**src/inc/trip_monitor_pkg.sv**
```systemverilog
/*
 * Shared constants and carrier types for the engine trip monitor.
 * Assumes a 10 MHz bus clock and a 32-bit AHB-Lite register bus.
 */
`default_nettype none
package trip_monitor_pkg;
	// Register byte offsets
	localparam logic [7:0] OFS_CTRL = 8'h00;
	localparam logic [7:0] OFS_SD_EN = 8'h04;
	localparam logic [7:0] OFS_ALM_EN = 8'h08;
	localparam logic [7:0] OFS_IND_EN = 8'h0C;
	localparam logic [7:0] OFS_TEETH = 8'h10;
	localparam logic [7:0] OFS_FREQ_RANGE = 8'h14;
	localparam logic [7:0] OFS_RATED = 8'h18;
	localparam logic [7:0] OFS_FUEL = 8'h1C;
	localparam logic [7:0] OFS_SPEED = 8'h20;
	localparam logic [7:0] OFS_TORS = 8'h24;
	localparam logic [7:0] OFS_LOAD = 8'h28;
	localparam logic [7:0] OFS_SWITCH = 8'h2C;
	localparam logic [7:0] OFS_ARM = 8'h30;
	localparam logic [7:0] OFS_STATUS = 8'h34;
	localparam logic [7:0] OFS_LATCH = 8'h38;
	localparam logic [7:0] OFS_FIRST = 8'h3C;
	localparam logic [7:0] OFS_RPM = 8'h40;
	// Control register fields
	localparam int CTRL_DIG_SEL = 0;
	localparam int CTRL_REM_SPEED = 1;
	localparam int CTRL_SD_POL = 2;
	localparam int CTRL_ALM_POL = 3;
	localparam int CTRL_ACT_OFF = 4;
	localparam int CTRL_ALM_RESET = 8;
	// Condition indices
	localparam int NUM_COND = 11;
	localparam int C_S1 = 0;
	localparam int C_S2 = 1;
	localparam int C_BOTH = 2;
	localparam int C_LOAD_LOOP = 3;
	localparam int C_REM_LOOP = 4;
	localparam int C_FUEL_LOOP = 5;
	localparam int C_LINK = 6;
	localparam int C_FUEL = 7;
	localparam int C_SPEED = 8;
	localparam int C_TORS = 9;
	localparam int C_LOAD = 10;
	// Loop current window, units of 10 uA
	localparam logic [11:0] LOOP_LOW_LIMIT = 12'h0C8;
	localparam logic [11:0] LOOP_HIGH_LIMIT = 12'h834;
	// Reset values
	localparam logic [7:0] PICKUP_PCT_RESET = 8'h05;
	localparam logic [7:0] TORSIONAL_FULL_SCALE_RESET = 8'h01;
	// Scale factors
	localparam logic [5:0] SEC_PER_MIN = 6'h3C;
	localparam logic [7:0] PCT_FULL = 8'h64;
	// Timing
	localparam longint ONE_SECOND_NS = 1000000000;
	localparam longint CLK_PERIOD_NS = 100;
	localparam int unsigned CYCLES_PER_SEC = int'(ONE_SECOND_NS / CLK_PERIOD_NS);
	// Captured AHB address phase
	typedef struct packed {
		logic valid;
		logic write;
		logic [7:0] addr;
	} ahb_phase_s;
	// Level plus delay in seconds
	typedef struct packed {
		logic [7:0] delay_s;
		logic [15:0] level;
	} limit_cfg_s;
endpackage
`default_nettype wire

```
**src/design/engine_fault_trip_monitor.sv**
```systemverilog
/*
 * Engine fault, alarm and shutdown monitor with AHB-Lite registers.
 * Assumes measured values arrive from logic on hclk; discrete pins
 * (run contact, alarm reset) are asynchronous and are synchronised here.
 */
// Local design decisions: the register addresses and register access over AHB-Lite.
`timescale 1ns/1ps
`default_nettype none
module engine_fault_trip_monitor
	import trip_monitor_pkg::*;
#(
	parameter int unsigned CYCLES_PER_SECOND = CYCLES_PER_SEC
) (
	input wire logic hclk,
	input wire logic hresetn,
	input wire logic clk_en,
	input wire logic hsel,
	input wire logic [31:0] haddr,
	input wire logic [1:0] htrans,
	input wire logic hwrite,
	input wire logic [2:0] hsize,
	input wire logic [31:0] hwdata,
	input wire logic hready,
	output logic hreadyout,
	output logic hresp,
	output logic [31:0] hrdata,
	input wire logic run_contact_pin,
	input wire logic alarm_reset_pin,
	input wire logic sensor1_lost,
	input wire logic sensor2_lost,
	input wire logic [15:0] analog_freq_hz,
	input wire logic [15:0] digital_freq_hz,
	input wire logic [11:0] load_loop_current,
	input wire logic [11:0] remote_loop_current,
	input wire logic [11:0] fuel_limit_loop_current,
	input wire logic serial_link_error,
	input wire logic [15:0] fuel_demand_pct,
	input wire logic [15:0] torsional_level,
	input wire logic [15:0] load_kw,
	input wire logic [4:0] limiter_in_control,
	input wire logic [15:0] remote_ref_value,
	output logic trip_relay,
	output logic alarm_relay,
	output logic indicator_relay,
	output logic actuator_shutdown,
	output logic select_digital_speed_path,
	output logic [15:0] remote_speed_ref,
	output logic [15:0] remote_baseload_ref
);
	// Configuration registers
	logic [31:0] ctrl; // Mode and polarity bits
	logic [NUM_COND-1:0] sd_en; // Route to shutdown
	logic [NUM_COND-1:0] alm_en; // Route to alarm
	logic [5:0] ind_en; // Indicator relay sources
	logic [15:0] analog_sensor1_tooth_count;
	logic [15:0] digital_sensor1_tooth_count;
	logic [15:0] analog_sensor1_freq_range;
	logic [15:0] rated_rpm;
	logic [7:0] pickup_pct; // Pickup-valid percentage
	limit_cfg_s fuel_demand_trip_level;
	limit_cfg_s overspeed_trip_level;
	limit_cfg_s load_trip_level;
	logic [7:0] torsional_trip_level; // Percent of full scale
	logic [7:0] torsional_full_scale; // Percent of rated rpm
	logic [7:0] torsion_delay_s;
	logic [15:0] speed_switch_on_level;
	logic [15:0] speed_switch_off_level;
	logic [7:0] pickup_fail_arm_delay;
	// Internal state
	ahb_phase_s dphase; // Pending data phase
	logic [1:0] run_sync, reset_sync; // Pin synchronisers
	logic reset_pin_prev; // Edge detect on clean level
	logic sw_reset_pulse; // Alarm reset written by software
	logic [15:0] engine_rpm;
	logic pickup_valid, pickup_seen, armed;
	logic [31:0] arm_cnt;
	logic speed_switch;
	logic [NUM_COND-1:0] cond_now; // Live conditions
	logic [NUM_COND-1:0] sd_latch, alm_latch;
	logic [3:0] first_sd; // 0 means none, else index+1
	logic freq_over_range;
	// Divider state
	typedef enum {DIV_LOAD, DIV_RUN} div_state_e;
	div_state_e div_state;
	logic [21:0] div_num; // Dividend, shifted out
	logic [15:0] div_den;
	logic [15:0] div_rem;
	logic [21:0] div_quo;
	logic [4:0] div_step;
	// Combinational helpers
	logic run_closed;
	logic reset_req;
	logic [3:0] over; // Fuel, speed, load above level; torsion at or above level
	logic [3:0] expired;
	logic [39:0] tors_lhs, tors_rhs;
	logic [15:0] sel_freq, sel_teeth;
	logic [16:0] rem_shift;

	assign run_closed = run_sync[1];
	assign reset_req = sw_reset_pulse | (reset_sync[1] & ~reset_pin_prev);

	// Two-stage synchronisers for the asynchronous pins
	always_ff @(posedge hclk or negedge hresetn) begin
		if (!hresetn) begin
			run_sync <= 2'b00;
			reset_sync <= 2'b00;
			reset_pin_prev <= 1'b0;
		end else if (clk_en) begin
			run_sync <= {run_sync[0], run_contact_pin};
			reset_sync <= {reset_sync[0], alarm_reset_pin};
			reset_pin_prev <= reset_sync[1]; // Reads only the second stage
		end
	end

	// Bus address phase capture; zero wait states, always OKAY
	always_ff @(posedge hclk or negedge hresetn) begin
		if (!hresetn) begin
			dphase <= '0;
			hreadyout <= 1'b1;
			hresp <= 1'b0;
		end else if (clk_en) begin
			hreadyout <= 1'b1;
			hresp <= 1'b0;
			if (hready) begin
				dphase.valid <= hsel & htrans[1];
				dphase.write <= hwrite;
				dphase.addr <= {haddr[7:2], 2'b00};
			end
		end
	end

	// Read data loaded at the address phase, so it stands in the data phase
	always_ff @(posedge hclk or negedge hresetn) begin
		if (!hresetn) begin
			hrdata <= 32'h0000_0000;
		end else if (clk_en && hready && hsel && htrans[1] && !hwrite) begin
			case ({haddr[7:2], 2'b00})
				OFS_CTRL: hrdata <= {ctrl[31:9], 1'b0, ctrl[7:0]}; // Reset bit reads 0
				OFS_SD_EN: hrdata <= 32'(sd_en);
				OFS_ALM_EN: hrdata <= 32'(alm_en);
				OFS_IND_EN: hrdata <= 32'(ind_en);
				OFS_TEETH: hrdata <= {digital_sensor1_tooth_count, analog_sensor1_tooth_count};
				OFS_FREQ_RANGE: hrdata <= 32'(analog_sensor1_freq_range);
				OFS_RATED: hrdata <= {8'h00, pickup_pct, rated_rpm};
				OFS_FUEL: hrdata <= 32'(fuel_demand_trip_level);
				OFS_SPEED: hrdata <= 32'(overspeed_trip_level);
				OFS_TORS: hrdata <= {8'h00, torsion_delay_s, torsional_full_scale,
					torsional_trip_level};
				OFS_LOAD: hrdata <= 32'(load_trip_level);
				OFS_SWITCH: hrdata <= {speed_switch_off_level, speed_switch_on_level};
				OFS_ARM: hrdata <= 32'(pickup_fail_arm_delay);
				OFS_STATUS: hrdata <= {12'h000, freq_over_range, speed_switch, pickup_valid,
					armed, 5'h00, cond_now};
				OFS_LATCH: hrdata <= {5'h00, alm_latch, 5'h00, sd_latch};
				OFS_FIRST: hrdata <= 32'(first_sd);
				OFS_RPM: hrdata <= 32'(engine_rpm);
				default: hrdata <= 32'h0000_0000; // Unmapped reads zero
			endcase
		end
	end

	// Register writes in the data phase; unmapped writes are dropped
	always_ff @(posedge hclk or negedge hresetn) begin
		if (!hresetn) begin
			ctrl <= 32'h0000_0000;
			sd_en <= '0;
			alm_en <= '0;
			ind_en <= '0;
			analog_sensor1_tooth_count <= 16'h0000;
			digital_sensor1_tooth_count <= 16'h0000;
			analog_sensor1_freq_range <= 16'hFFFF;
			rated_rpm <= 16'h0000;
			pickup_pct <= PICKUP_PCT_RESET;
			fuel_demand_trip_level <= '1;
			overspeed_trip_level <= '1;
			load_trip_level <= '1;
			torsional_trip_level <= PCT_FULL;
			torsional_full_scale <= TORSIONAL_FULL_SCALE_RESET;
			torsion_delay_s <= 8'h00;
			speed_switch_on_level <= 16'h0000;
			speed_switch_off_level <= 16'h0000;
			pickup_fail_arm_delay <= 8'h00;
			sw_reset_pulse <= 1'b0;
		end else if (clk_en) begin
			sw_reset_pulse <= 1'b0;
			if (dphase.valid && dphase.write) begin
				case (dphase.addr)
					OFS_CTRL: begin
						ctrl <= {23'h000000, 1'b0, hwdata[7:0]};
						sw_reset_pulse <= hwdata[CTRL_ALM_RESET]; // Self-clearing
					end
					OFS_SD_EN: sd_en <= hwdata[NUM_COND-1:0];
					OFS_ALM_EN: alm_en <= hwdata[NUM_COND-1:0];
					OFS_IND_EN: ind_en <= hwdata[5:0];
					OFS_TEETH: begin
						analog_sensor1_tooth_count <= hwdata[15:0];
						digital_sensor1_tooth_count <= hwdata[31:16];
					end
					OFS_FREQ_RANGE: analog_sensor1_freq_range <= hwdata[15:0];
					OFS_RATED: begin
						rated_rpm <= hwdata[15:0];
						pickup_pct <= hwdata[23:16];
					end
					OFS_FUEL: fuel_demand_trip_level <= hwdata[23:0];
					OFS_SPEED: overspeed_trip_level <= hwdata[23:0];
					OFS_TORS: begin
						torsional_trip_level <= hwdata[7:0];
						torsional_full_scale <= hwdata[15:8];
						torsion_delay_s <= hwdata[23:16];
					end
					OFS_LOAD: load_trip_level <= hwdata[23:0];
					OFS_SWITCH: begin
						speed_switch_on_level <= hwdata[15:0];
						speed_switch_off_level <= hwdata[31:16];
					end
					OFS_ARM: pickup_fail_arm_delay <= hwdata[7:0];
					default: ;
				endcase
			end
		end
	end

	// Speed path select and tooth count per path
	always_comb begin
		sel_freq = ctrl[CTRL_DIG_SEL] ? digital_freq_hz : analog_freq_hz;
		sel_teeth = ctrl[CTRL_DIG_SEL] ? digital_sensor1_tooth_count
			: analog_sensor1_tooth_count;
		rem_shift = {div_rem, div_num[21]};
	end

	// Restoring divider: rpm = freq * 60 / teeth, one quotient bit a cycle
	always_ff @(posedge hclk or negedge hresetn) begin
		if (!hresetn) begin
			div_state <= DIV_LOAD;
			div_num <= 22'h00_0000;
			div_den <= 16'h0000;
			div_rem <= 16'h0000;
			div_quo <= 22'h00_0000;
			div_step <= 5'h00;
			engine_rpm <= 16'h0000;
		end else if (clk_en) begin
			case (div_state)
				DIV_LOAD: begin
					div_num <= 22'(sel_freq) * 22'(SEC_PER_MIN);
					div_den <= sel_teeth;
					div_rem <= 16'h0000;
					div_quo <= 22'h00_0000;
					div_step <= 5'd22;
					// Zero teeth gives no meaningful speed
					if (sel_teeth == 16'h0000) begin
						engine_rpm <= 16'h0000;
					end else begin
						div_state <= DIV_RUN;
					end
				end
				DIV_RUN: begin
					div_num <= {div_num[20:0], 1'b0};
					if (rem_shift >= {1'b0, div_den}) begin
						div_rem <= 16'(rem_shift - {1'b0, div_den});
						div_quo <= {div_quo[20:0], 1'b1};
					end else begin
						div_rem <= rem_shift[15:0];
						div_quo <= {div_quo[20:0], 1'b0};
					end
					div_step <= div_step - 5'd1;
					if (div_step == 5'd1) begin
						// Saturate rather than wrap on huge results
						engine_rpm <= (div_quo[20:15] != 6'h00) ? 16'hFFFF
							: {div_quo[14:0], (rem_shift >= {1'b0, div_den})};
						div_state <= DIV_LOAD;
					end
				end
				default: div_state <= DIV_LOAD;
			endcase
		end
	end

	// Torsion compare: level*100*100 >= rated*scale%*setpt%
	always_comb begin
		tors_lhs = 40'(torsional_level) * 40'(PCT_FULL) * 40'(PCT_FULL);
		tors_rhs = 40'(rated_rpm) * 40'(torsional_full_scale) * 40'(torsional_trip_level);
		over[0] = fuel_demand_pct > fuel_demand_trip_level.level;
		over[1] = engine_rpm > overspeed_trip_level.level;
		over[2] = tors_lhs >= tors_rhs;
		over[3] = load_kw > load_trip_level.level;
	end

	// One delay timer per over-level check
	genvar gi;
	generate
		for (gi = 0; gi < 4; gi++) begin : g_timer
			logic [31:0] cnt; // Cycles spent over level; at or above it for torsion
			logic [7:0] dly;
			assign dly = (gi == 0) ? fuel_demand_trip_level.delay_s
				: (gi == 1) ? overspeed_trip_level.delay_s
				: (gi == 2) ? torsion_delay_s : load_trip_level.delay_s;
			assign expired[gi] = over[gi] &&
				(40'(cnt) >= 40'(dly) * 40'(CYCLES_PER_SECOND));
			// Drop back restarts the count from zero
			always_ff @(posedge hclk or negedge hresetn) begin
				if (!hresetn) begin
					cnt <= 32'h0000_0000;
				end else if (clk_en) begin
					if (!over[gi]) begin
						cnt <= 32'h0000_0000;
					end else if (cnt != 32'hFFFF_FFFF) begin
						cnt <= cnt + 32'd1;
					end
				end
			end
		end
	endgenerate

	// Pickup detection and arming latch
	always_ff @(posedge hclk or negedge hresetn) begin
		if (!hresetn) begin
			pickup_valid <= 1'b0;
			pickup_seen <= 1'b0;
			armed <= 1'b0;
			arm_cnt <= 32'h0000_0000;
		end else if (clk_en) begin
			pickup_valid <= (24'(engine_rpm) * 24'(PCT_FULL)) >=
				(24'(rated_rpm) * 24'(pickup_pct));
			if (!run_closed) begin
				// Normal stop must not trip sensor-loss faults
				pickup_seen <= 1'b0;
				armed <= 1'b0;
				arm_cnt <= 32'h0000_0000;
			end else begin
				if (pickup_valid) begin
					pickup_seen <= 1'b1;
				end
				if (pickup_seen && !armed) begin
					if (40'(arm_cnt) >= 40'(pickup_fail_arm_delay) * 40'(CYCLES_PER_SECOND)) begin
						armed <= 1'b1;
					end else begin
						arm_cnt <= arm_cnt + 32'd1;
					end
				end
			end
		end
	end

	// Speed switch with hysteresis; direction set by level order
	always_ff @(posedge hclk or negedge hresetn) begin
		if (!hresetn) begin
			speed_switch <= 1'b0;
		end else if (clk_en) begin
			if (speed_switch_on_level < speed_switch_off_level) begin
				// Underspeed style
				if (engine_rpm < speed_switch_on_level) begin
					speed_switch <= 1'b1;
				end else if (engine_rpm > speed_switch_off_level) begin
					speed_switch <= 1'b0;
				end
			end else begin
				// Overspeed style
				if (engine_rpm > speed_switch_on_level) begin
					speed_switch <= 1'b1;
				end else if (engine_rpm < speed_switch_off_level) begin
					speed_switch <= 1'b0;
				end
			end
		end
	end

	// Live fault conditions, registered once
	always_ff @(posedge hclk or negedge hresetn) begin
		if (!hresetn) begin
			cond_now <= '0;
			freq_over_range <= 1'b0;
		end else if (clk_en) begin
			cond_now[C_S1] <= armed & run_closed & sensor1_lost;
			cond_now[C_S2] <= armed & run_closed & sensor2_lost;
			cond_now[C_BOTH] <= armed & run_closed & sensor1_lost & sensor2_lost;
			cond_now[C_LOAD_LOOP] <= (load_loop_current < LOOP_LOW_LIMIT) ||
				(load_loop_current > LOOP_HIGH_LIMIT);
			cond_now[C_REM_LOOP] <= (remote_loop_current < LOOP_LOW_LIMIT) ||
				(remote_loop_current > LOOP_HIGH_LIMIT);
			cond_now[C_FUEL_LOOP] <= (fuel_limit_loop_current < LOOP_LOW_LIMIT) ||
				(fuel_limit_loop_current > LOOP_HIGH_LIMIT);
			cond_now[C_LINK] <= serial_link_error;
			cond_now[C_FUEL] <= expired[0];
			cond_now[C_SPEED] <= expired[1];
			cond_now[C_TORS] <= expired[2];
			cond_now[C_LOAD] <= expired[3];
			freq_over_range <= sel_freq > analog_sensor1_freq_range;
		end
	end

	// Latches: new events beat a reset in the same cycle
	always_ff @(posedge hclk or negedge hresetn) begin
		if (!hresetn) begin
			sd_latch <= '0;
			alm_latch <= '0;
		end else if (clk_en) begin
			for (int i = 0; i < NUM_COND; i++) begin
				if (cond_now[i] && sd_en[i]) begin
					sd_latch[i] <= 1'b1;
				end else if (reset_req && !cond_now[i]) begin
					sd_latch[i] <= 1'b0;
				end
				if (cond_now[i] && alm_en[i]) begin
					alm_latch[i] <= 1'b1;
				end else if (reset_req && !cond_now[i]) begin
					alm_latch[i] <= 1'b0;
				end
			end
		end
	end

	// First-out capture; lowest index wins a tie
	always_ff @(posedge hclk or negedge hresetn) begin
		if (!hresetn) begin
			first_sd <= 4'h0;
		end else if (clk_en) begin
			if (sd_latch == '0) begin
				first_sd <= 4'h0;
				for (int i = NUM_COND - 1; i >= 0; i--) begin
					if (cond_now[i] && sd_en[i]) begin
						first_sd <= 4'(i + 1);
					end
				end
			end
		end
	end

	// Relays, actuator and reference routing, all registered
	always_ff @(posedge hclk or negedge hresetn) begin
		if (!hresetn) begin
			trip_relay <= 1'b0;
			alarm_relay <= 1'b0;
			indicator_relay <= 1'b0;
			actuator_shutdown <= 1'b0;
			select_digital_speed_path <= 1'b0;
			remote_speed_ref <= 16'h0000;
			remote_baseload_ref <= 16'h0000;
		end else if (clk_en) begin
			trip_relay <= (|sd_latch) ~^ ctrl[CTRL_SD_POL];
			alarm_relay <= (|alm_latch) ~^ ctrl[CTRL_ALM_POL];
			indicator_relay <= |(limiter_in_control & ind_en[4:0])
				| (speed_switch & ind_en[5]);
			actuator_shutdown <= (|sd_latch) & ctrl[CTRL_ACT_OFF];
			select_digital_speed_path <= ctrl[CTRL_DIG_SEL];
			if (ctrl[CTRL_REM_SPEED]) begin
				remote_speed_ref <= remote_ref_value;
			end else begin
				remote_baseload_ref <= remote_ref_value;
			end
		end
	end
endmodule
`default_nettype wire

```
**config.mk**
```make
export PLATFORM = sky130hd
export DESIGN_NAME = engine_fault_trip_monitor
export DESIGN_NICKNAME = d
export VERILOG_FILES = /design/src/inc/trip_monitor_pkg.sv /design/src/design/engine_fault_trip_monitor.sv
export SDC_FILE = /design/constraint.sdc
export NUM_CORES = 2
export LEC_CHECK = 0
export CAP_MARGIN = 20
export CORE_ASPECT_RATIO = 0.8
export CORE_MARGIN = 8
export CORE_UTILIZATION = 45
export CTS_CLUSTER_SIZE = 10
export DETAILED_ROUTE_END_ITERATION = 10
export DONT_BUFFER_PORTS = 1
export GPL_TIMING_DRIVEN = 1
export MAX_ROUTING_LAYER = met4
export SLEW_MARGIN = 20
export SYNTH_ARGS = -nofsm -noshare
export SYNTH_HDL_FRONTEND = slang
export SYNTH_SLANG_ARGS = --single-unit
```
**constraint.sdc**
```tcl
create_clock -name hclk -period 21.6 [get_ports hclk]
set_clock_uncertainty 0.05 [all_clocks]
set_input_delay 1.08 -clock hclk [delete_from_list [all_inputs] [get_ports hclk]]
set_output_delay 1.08 -clock hclk [all_outputs]
set_load 0.005 [all_outputs]
```
=== Word level (Yosys, flattened, before mapping) ===
Index checks and enable logic that the tools add are counted.

* Input bits: 217
* Memories: 0
* RAM bits: 0
* Word-level logic and storage cells: 406
* Register bits after elaboration: 657
* Memory bits (read-only): 0
* Output and inout bits: 71
* Latch bits: 0

* Add/subtract/negate cells: 7
* Multiplexer cells: 83
* Shifts and indexed selects: 0
* Bitwise gates (word level): 15
* Reduce and logical (&&, ||, !) cells: 143
* Equality and inequality tests: 46
* Order comparisons: 23
* $mul: 12
* Div/mod/pow operators: 0

{| class="wikitable"
|+ Operators by type and width
! operator !! count
|-
| $pmux W32 S17 || 1
|-
| $mux W32 || 13
|-
| $add A32 B1 Y32 const B || 5
|-
| $ge A32 B32 Y1 || 5
|-
| $ne A32 B32 Y1 const B || 4
|-
| $mul A8 B17 Y25 const B || 5
|-
| $gt A16 B16 Y1 || 6
|-
| $mux W16 || 6
|-
| $eq A6 B4 Y1 const B || 13
|-
| $reduce_and A2 Y1 || 33
|-
| $pmux W16 S2 || 2
|-
| $pmux W32 S2 || 1
|-
| $reduce_and A3 Y1 || 17
|-
| $eq A6 B3 Y1 const B || 8
|-
| $lt A16 B16 Y1 || 3
|-
| $mul A16 B8 Y24 || 2
|-
| $mux W1 || 46
|-
| $reduce_bool A2 Y1 || 23
|-
| $mux W4 || 11
|-
| $pmux W22 S2 || 1
|-
| $logic_and A1 B1 Y1 || 43
|-
| $mul A16 B5 Y21 const B || 2
|-
| $pmux W21 S2 || 1
|-
| $gt A12 B12 Y1 const B || 3
|-
| 35 further kinds || 75
|}

=== Logic depth before layout (Yosys ltp) ===
* Depth in word-level cells: 12
* Gate-level depth with buffers: 48
* Mapped depth without buffers: 46

=== Worst setup path before layout ===
OpenSTA, ideal clock, no wires.

* Path kind: register to register
* Start: register torsional_full_scale[7]
* End: register g_timer[2].cnt[14]
* Library setup time: 120 ps
* Cell stages (with the launch flop): 47
* Path slack: 10956 ps
* Arrival: 10474 ps
* Path buffers: 2
* Period minus slack after synthesis: 10644 ps
* Cell sequence: dfrtp_1 clkbuf_1 nand2_1 fa_1 fa_1 inv_1 fa_1 inv_1 fa_1 inv_1 ha_1 o21a_1 o21a_1 a21oi_1 nor2b_1 o21a_1 nor2_1 xnor2_1 [11 not listed] a31oi_1 nor2_1 nor2b_1 nor2_1 o21ai_0 a21oi_1 xor2_1 ha_1 a21o_1 a21o_1 a21o_1 a21oi_1 o41ai_1 o22ai_1 buf_2 nor3_1 o21a_1 a41o_1

* Word-level cells in the longest chain between the ends: 5
* Elaborated cells on any way between the ends: 6

{| class="wikitable"
|+ Ends and longest elaborated chain
! element !! RTL line !! RTL
|-
| start, declared || engine_fault_trip_monitor.sv:64 || <nowiki>logic [7:0] torsional_full_scale;</nowiki>
|-
| start signal, assigned || engine_fault_trip_monitor.sv:208 || <nowiki>torsional_full_scale <= hwdata[15:8];</nowiki>
|-
| $mul A16 B8 Y24 (*) || engine_fault_trip_monitor.sv:281 || <nowiki>tors_rhs = 40'(rated_rpm) * 40'(torsional_full_scale) * 40'(torsional_trip_level);</nowiki>
|-
| $mul A24 B8 Y32 (*) || engine_fault_trip_monitor.sv:281 ||
|-
| $ge A30 B32 Y1 (*) || engine_fault_trip_monitor.sv:284 || <nowiki>over[2] = tors_lhs >= tors_rhs;</nowiki>
|-
| $ne A2 B1 Y1 (no source line) || -- ||
|-
| $reduce_and A2 Y1 (no source line) || -- ||
|-
| end signal, assigned || engine_fault_trip_monitor.sv:307 || <nowiki>cnt <= cnt + 32'd1;</nowiki>
|-
| end, declared || engine_fault_trip_monitor.sv:292 || <nowiki>logic [31:0] cnt;</nowiki>
|}

Mark *: on every way between the ends. The rest lies on a longest branch, timed or not.
A chain may end at the register's enable or synchronous reset.

=== Worst setup path after layout ===
* Start: register torsional_full_scale[7]
* End: register g_timer[2].cnt[23]

The elaborated chain is that of the path after synthesis.

==> summary.md <==
| Metric | Value |
|---|---|
| Final Power | 7.25 mW |
| Final std cells w/o fill | 8,951 |
| DP Worst Slack | 8.69 ns |
| Maximum clock insertion buffer count | 3 |
| # hold bufs at CTS | 0 |
| Clock Tree Root | clkbuf_16 |
| Setup TNS | 0 ns |
| Slew @ Worst Pin | 1.25 ns |
| Post-DP Area | 0.0680 mm² |
| CP max stage cell | dfrtp_1 |
| Die footprint | 0.159 mm² |
| Crit start category | flip-flop |
| I/O pin count | 288 |
| DRT iter0 DRCs | 4,044 |
| Synth-to-Final Area Change | 6.81% |
| Filler instances | 13,600 |
| Routed length per instance | 21.1 µm |
| Mean Syn Cell Area | 9.35 µm² |
| Post-CTS setup buffers | 0 |
| Tcrit/Tclk final | 0.602 |
| CTS H-tree lvls | 3 |
| Count leader, synth | inv_1 |
| Synth Register Bits | 624 |
| Gr usage total | 0.241 |
| VDD IR max | 265 µV |
| Initial Utilization | 0.454 |
| Clock insertion delay at the later pin of the skew report | 0.67 ns |
| Hpwl dp | 145 mm |
| Via Count | 51,100 |
| Top cells by count, synth | inv_1, ha_1, dfrtp_1 |
| Crit path top cell by count | fa_1 |
| Mapped cell area | 0.0660 mm² |
| # port buffers | 0 |
| CTS tree | done |
| Post-cts resize count | 0 |
| Fmax | 0.0769 GHz |
| Slew HR | 0.166 |
| Min-delay worst type | in2async |
| Area leader, netlist | dfrtp_1 |
| First-pass GRT wire length | 297 mm |
| CTS Sinks | 624 |
| Post-synthesis sequential area ratio | 0.239 |
| Placed cells | 8,798 |
| Largest net degree at the start of global routing | 625 |
| Slew Limit Fails | 0 |
| EDFF count, synth | 0 |
| Post-synth top area share | 0.201 |
| Most common flop cell mapped by yosys | dfrtp_1 |
| Synth area leaders | dfrtp_1, ha_1, fa_1 |
| Distinct cells, synth | 89 |
| Min Tclk post-route | 13.00 ns |
| Die X | 444 µm |
| Crit Path Max Fanout | 28 |
| RSZ-0062 raised after global routing | false |
| Min setup slack post-route | 8.60 ns |
| Total global routing overflow | 0 |
| Pwr Density | 103 mW/mm² |
| Setup-failing EPs final | 0 |
| Vias in the first global route | 50,800 |
| Status | finished, final reports clean |
| Standard-cell rows | 125 |
| CP arrival | 13.48 ns |
| Final estimated routing congestion in global placement | 0.967 |
| Yosys Warn Count | 0 |
| TritonRoute pass-1 iters | 8 |
| Antenna violations before repair | 30 |
| Max incr delay on CP | 0.85 ns |
| CTS Buf Count | 77 |
| Ys async rst share | 1.00 |
| Die span in y | 358 µm |
| Clock-pin slew on the worst setup and hold paths | 0.06 ns |
| Leak | 35.8 nW |
| Number of cells produced by synthesis | 7,056 |
| Worst Setup End Kind | flip-flop |
| Post-route ant nets | 0 |
| Post-Route WL | 189 mm |
| Vias per std cell | 5.71 |
| Worst path required time | 22.08 ns |
| CORE AREA | 0.145 mm² |
| Max Cap Viol | 0 |
| Design Area, Final | 0.0705 mm² |
| Drt drc | 0 |
| Final Net Count | 8,639 |
| Net count after synthesis | 8,723 |
| Kind of critical path | reg2reg |
| Share of layout cells above drive strength 1 | 0.0845 |
| Fin. Hold Viols | 0 |
-- cell type report --
type / instances / area [µm²] / share of cell area
antenna: 17 / 42.5 / 0.000604
sequential: 624 / 15700 / 0.223
multi-input combinational: 5226 / 45700 / 0.649
clock buffer: 121 / 2160 / 0.0307
tap: 1905 / 2380 / 0.0338
timing repair buffer: 58 / 435 / 0.00618
inverter: 985 / 3700 / 0.0525
clock inverter: 15 / 267 / 0.00378
-- cell usage in the layout, fill, tap and decap left out, types with 38 or more instances in the layout --
master / Yosys / final
inv_1: 983 / 983
ha_1: 982 / 982
dfrtp_1: 530 / 528
nand2_1: 483 / 483
fa_1: 468 / 468
nor2_1: 382 / 372
a21oi_1: 350 / 350
and2_1: 292 / 290
o21ai_0: 285 / 284
mux2_2: 276 / 276
xor2_1: 165 / 165
nand3_1: 152 / 152
xnor2_1: 146 / 146
a21o_1: 142 / 142
nand4_1: 102 / 102
nor3_1: 96 / 95
dfstp_2: 94 / 94
clkbuf_16: 0 / 78
nor2b_1: 70 / 70
o21a_1: 64 / 64
and3_1: 64 / 64
buf_4: 4 / 58
a22oi_1: 56 / 56
or3_1: 53 / 53
a31oi_1: 53 / 53
mux2i_1: 42 / 42
nand2b_1: 41 / 41
clkbuf_1: 192 / 38
-- final timing paths --
path                                         start             endpoint  slack, ns  cells after the start
max reg2reg                torsional_full_scale[7]   g_timer[2].cnt[23]       8.60                     43
max                        torsional_full_scale[7]   g_timer[2].cnt[23]       8.60                     43
max in group asynchronous                  hresetn          cond_now[5]      20.39                      0
min in group hclk                      div_rem[15]          div_rem[15]       0.43                      2
min reg2reg                            div_rem[15]          div_rem[15]       0.43                      2
min                                        hresetn  remote_speed_ref[7]       0.07                      0
-- sequential cells by signal, indices dropped and copies added, names as in the netlist, 16 cells and up --
| register | cells |
|---|---|
| div_den | 16 |
| div_num | 20 |
| arm_cnt | 32 |
| overspeed_trip_level | 16 |
| rated_rpm | 16 |
| hrdata | 32 |
| analog_sensor1_tooth_count | 16 |
| digital_sensor1_tooth_count | 16 |
| div_quo | 21 |
| div_rem | 16 |
| speed_switch_on_level | 16 |
| g_timer.dly | 32 |
| remote_speed_ref | 16 |
| load_trip_level | 16 |
| speed_switch_off_level | 16 |
| analog_sensor1_freq_range | 16 |
| remote_baseload_ref | 16 |
| engine_rpm | 16 |
| g_timer.cnt | 128 |
| fuel_demand_trip_level | 16 |
-- critical path, delay by kind of cell (launching register included) --
family	cells	cell delay [ns]
AND/OR/NAND/NOR	13	3.13
buffers and inverters	6	0.51
flip-flops	1	0.85
adder cells (fa/ha/maj)	11	5.17
AO/OA/AOI/OAI	11	2.37
XOR/XNOR	2	0.76
-- cells by family (layout without fill, tap and decap cells) --
family,after synthesis,after routing,synth area share
and+or+nand+nor,1842,1842,0.140
adders and majority gates,1450,1450,0.328
AOI/OAI and AO/OA,1298,1298,0.128
buffers and inverters,1206,1179,0.0690
DFF,624,624,0.239
muxes,323,323,0.0552
xor gates and xnor gates,311,311,0.0413
other,2,19,0.000114
-- routing by layer --
metal / wire length [µm] / track usage
met5: 0 / -
met3: 13900 / 0.0418
met1: 85500 / 0.330
met4: 6700 / 0.0790
met2: 82400 / 0.363
-- power breakdown --
part | leakage (nW) | switching (mW) | internal [mW]
Sequential | 8.09 | 0.186 | 1.31
Clock | 1.17 | 0.544 | 0.730
Combinational | 26.5 | 2.51 | 1.97
-- stage by stage --
| step | utilization | hold WS [ns] |
|---|---|---|
| final | 0.485 | 0.0724 |
| after global routing | 0.485 | 0.0346 |
| after CTS | 0.485 | 0.0419 |
| after detailed placement | 0.468 | 0.420 |
| after global placement | 0.468 | 0.411 |
| after floorplan | - | 0.394 |
No activity file was read; power rests on OpenSTA's default activity.
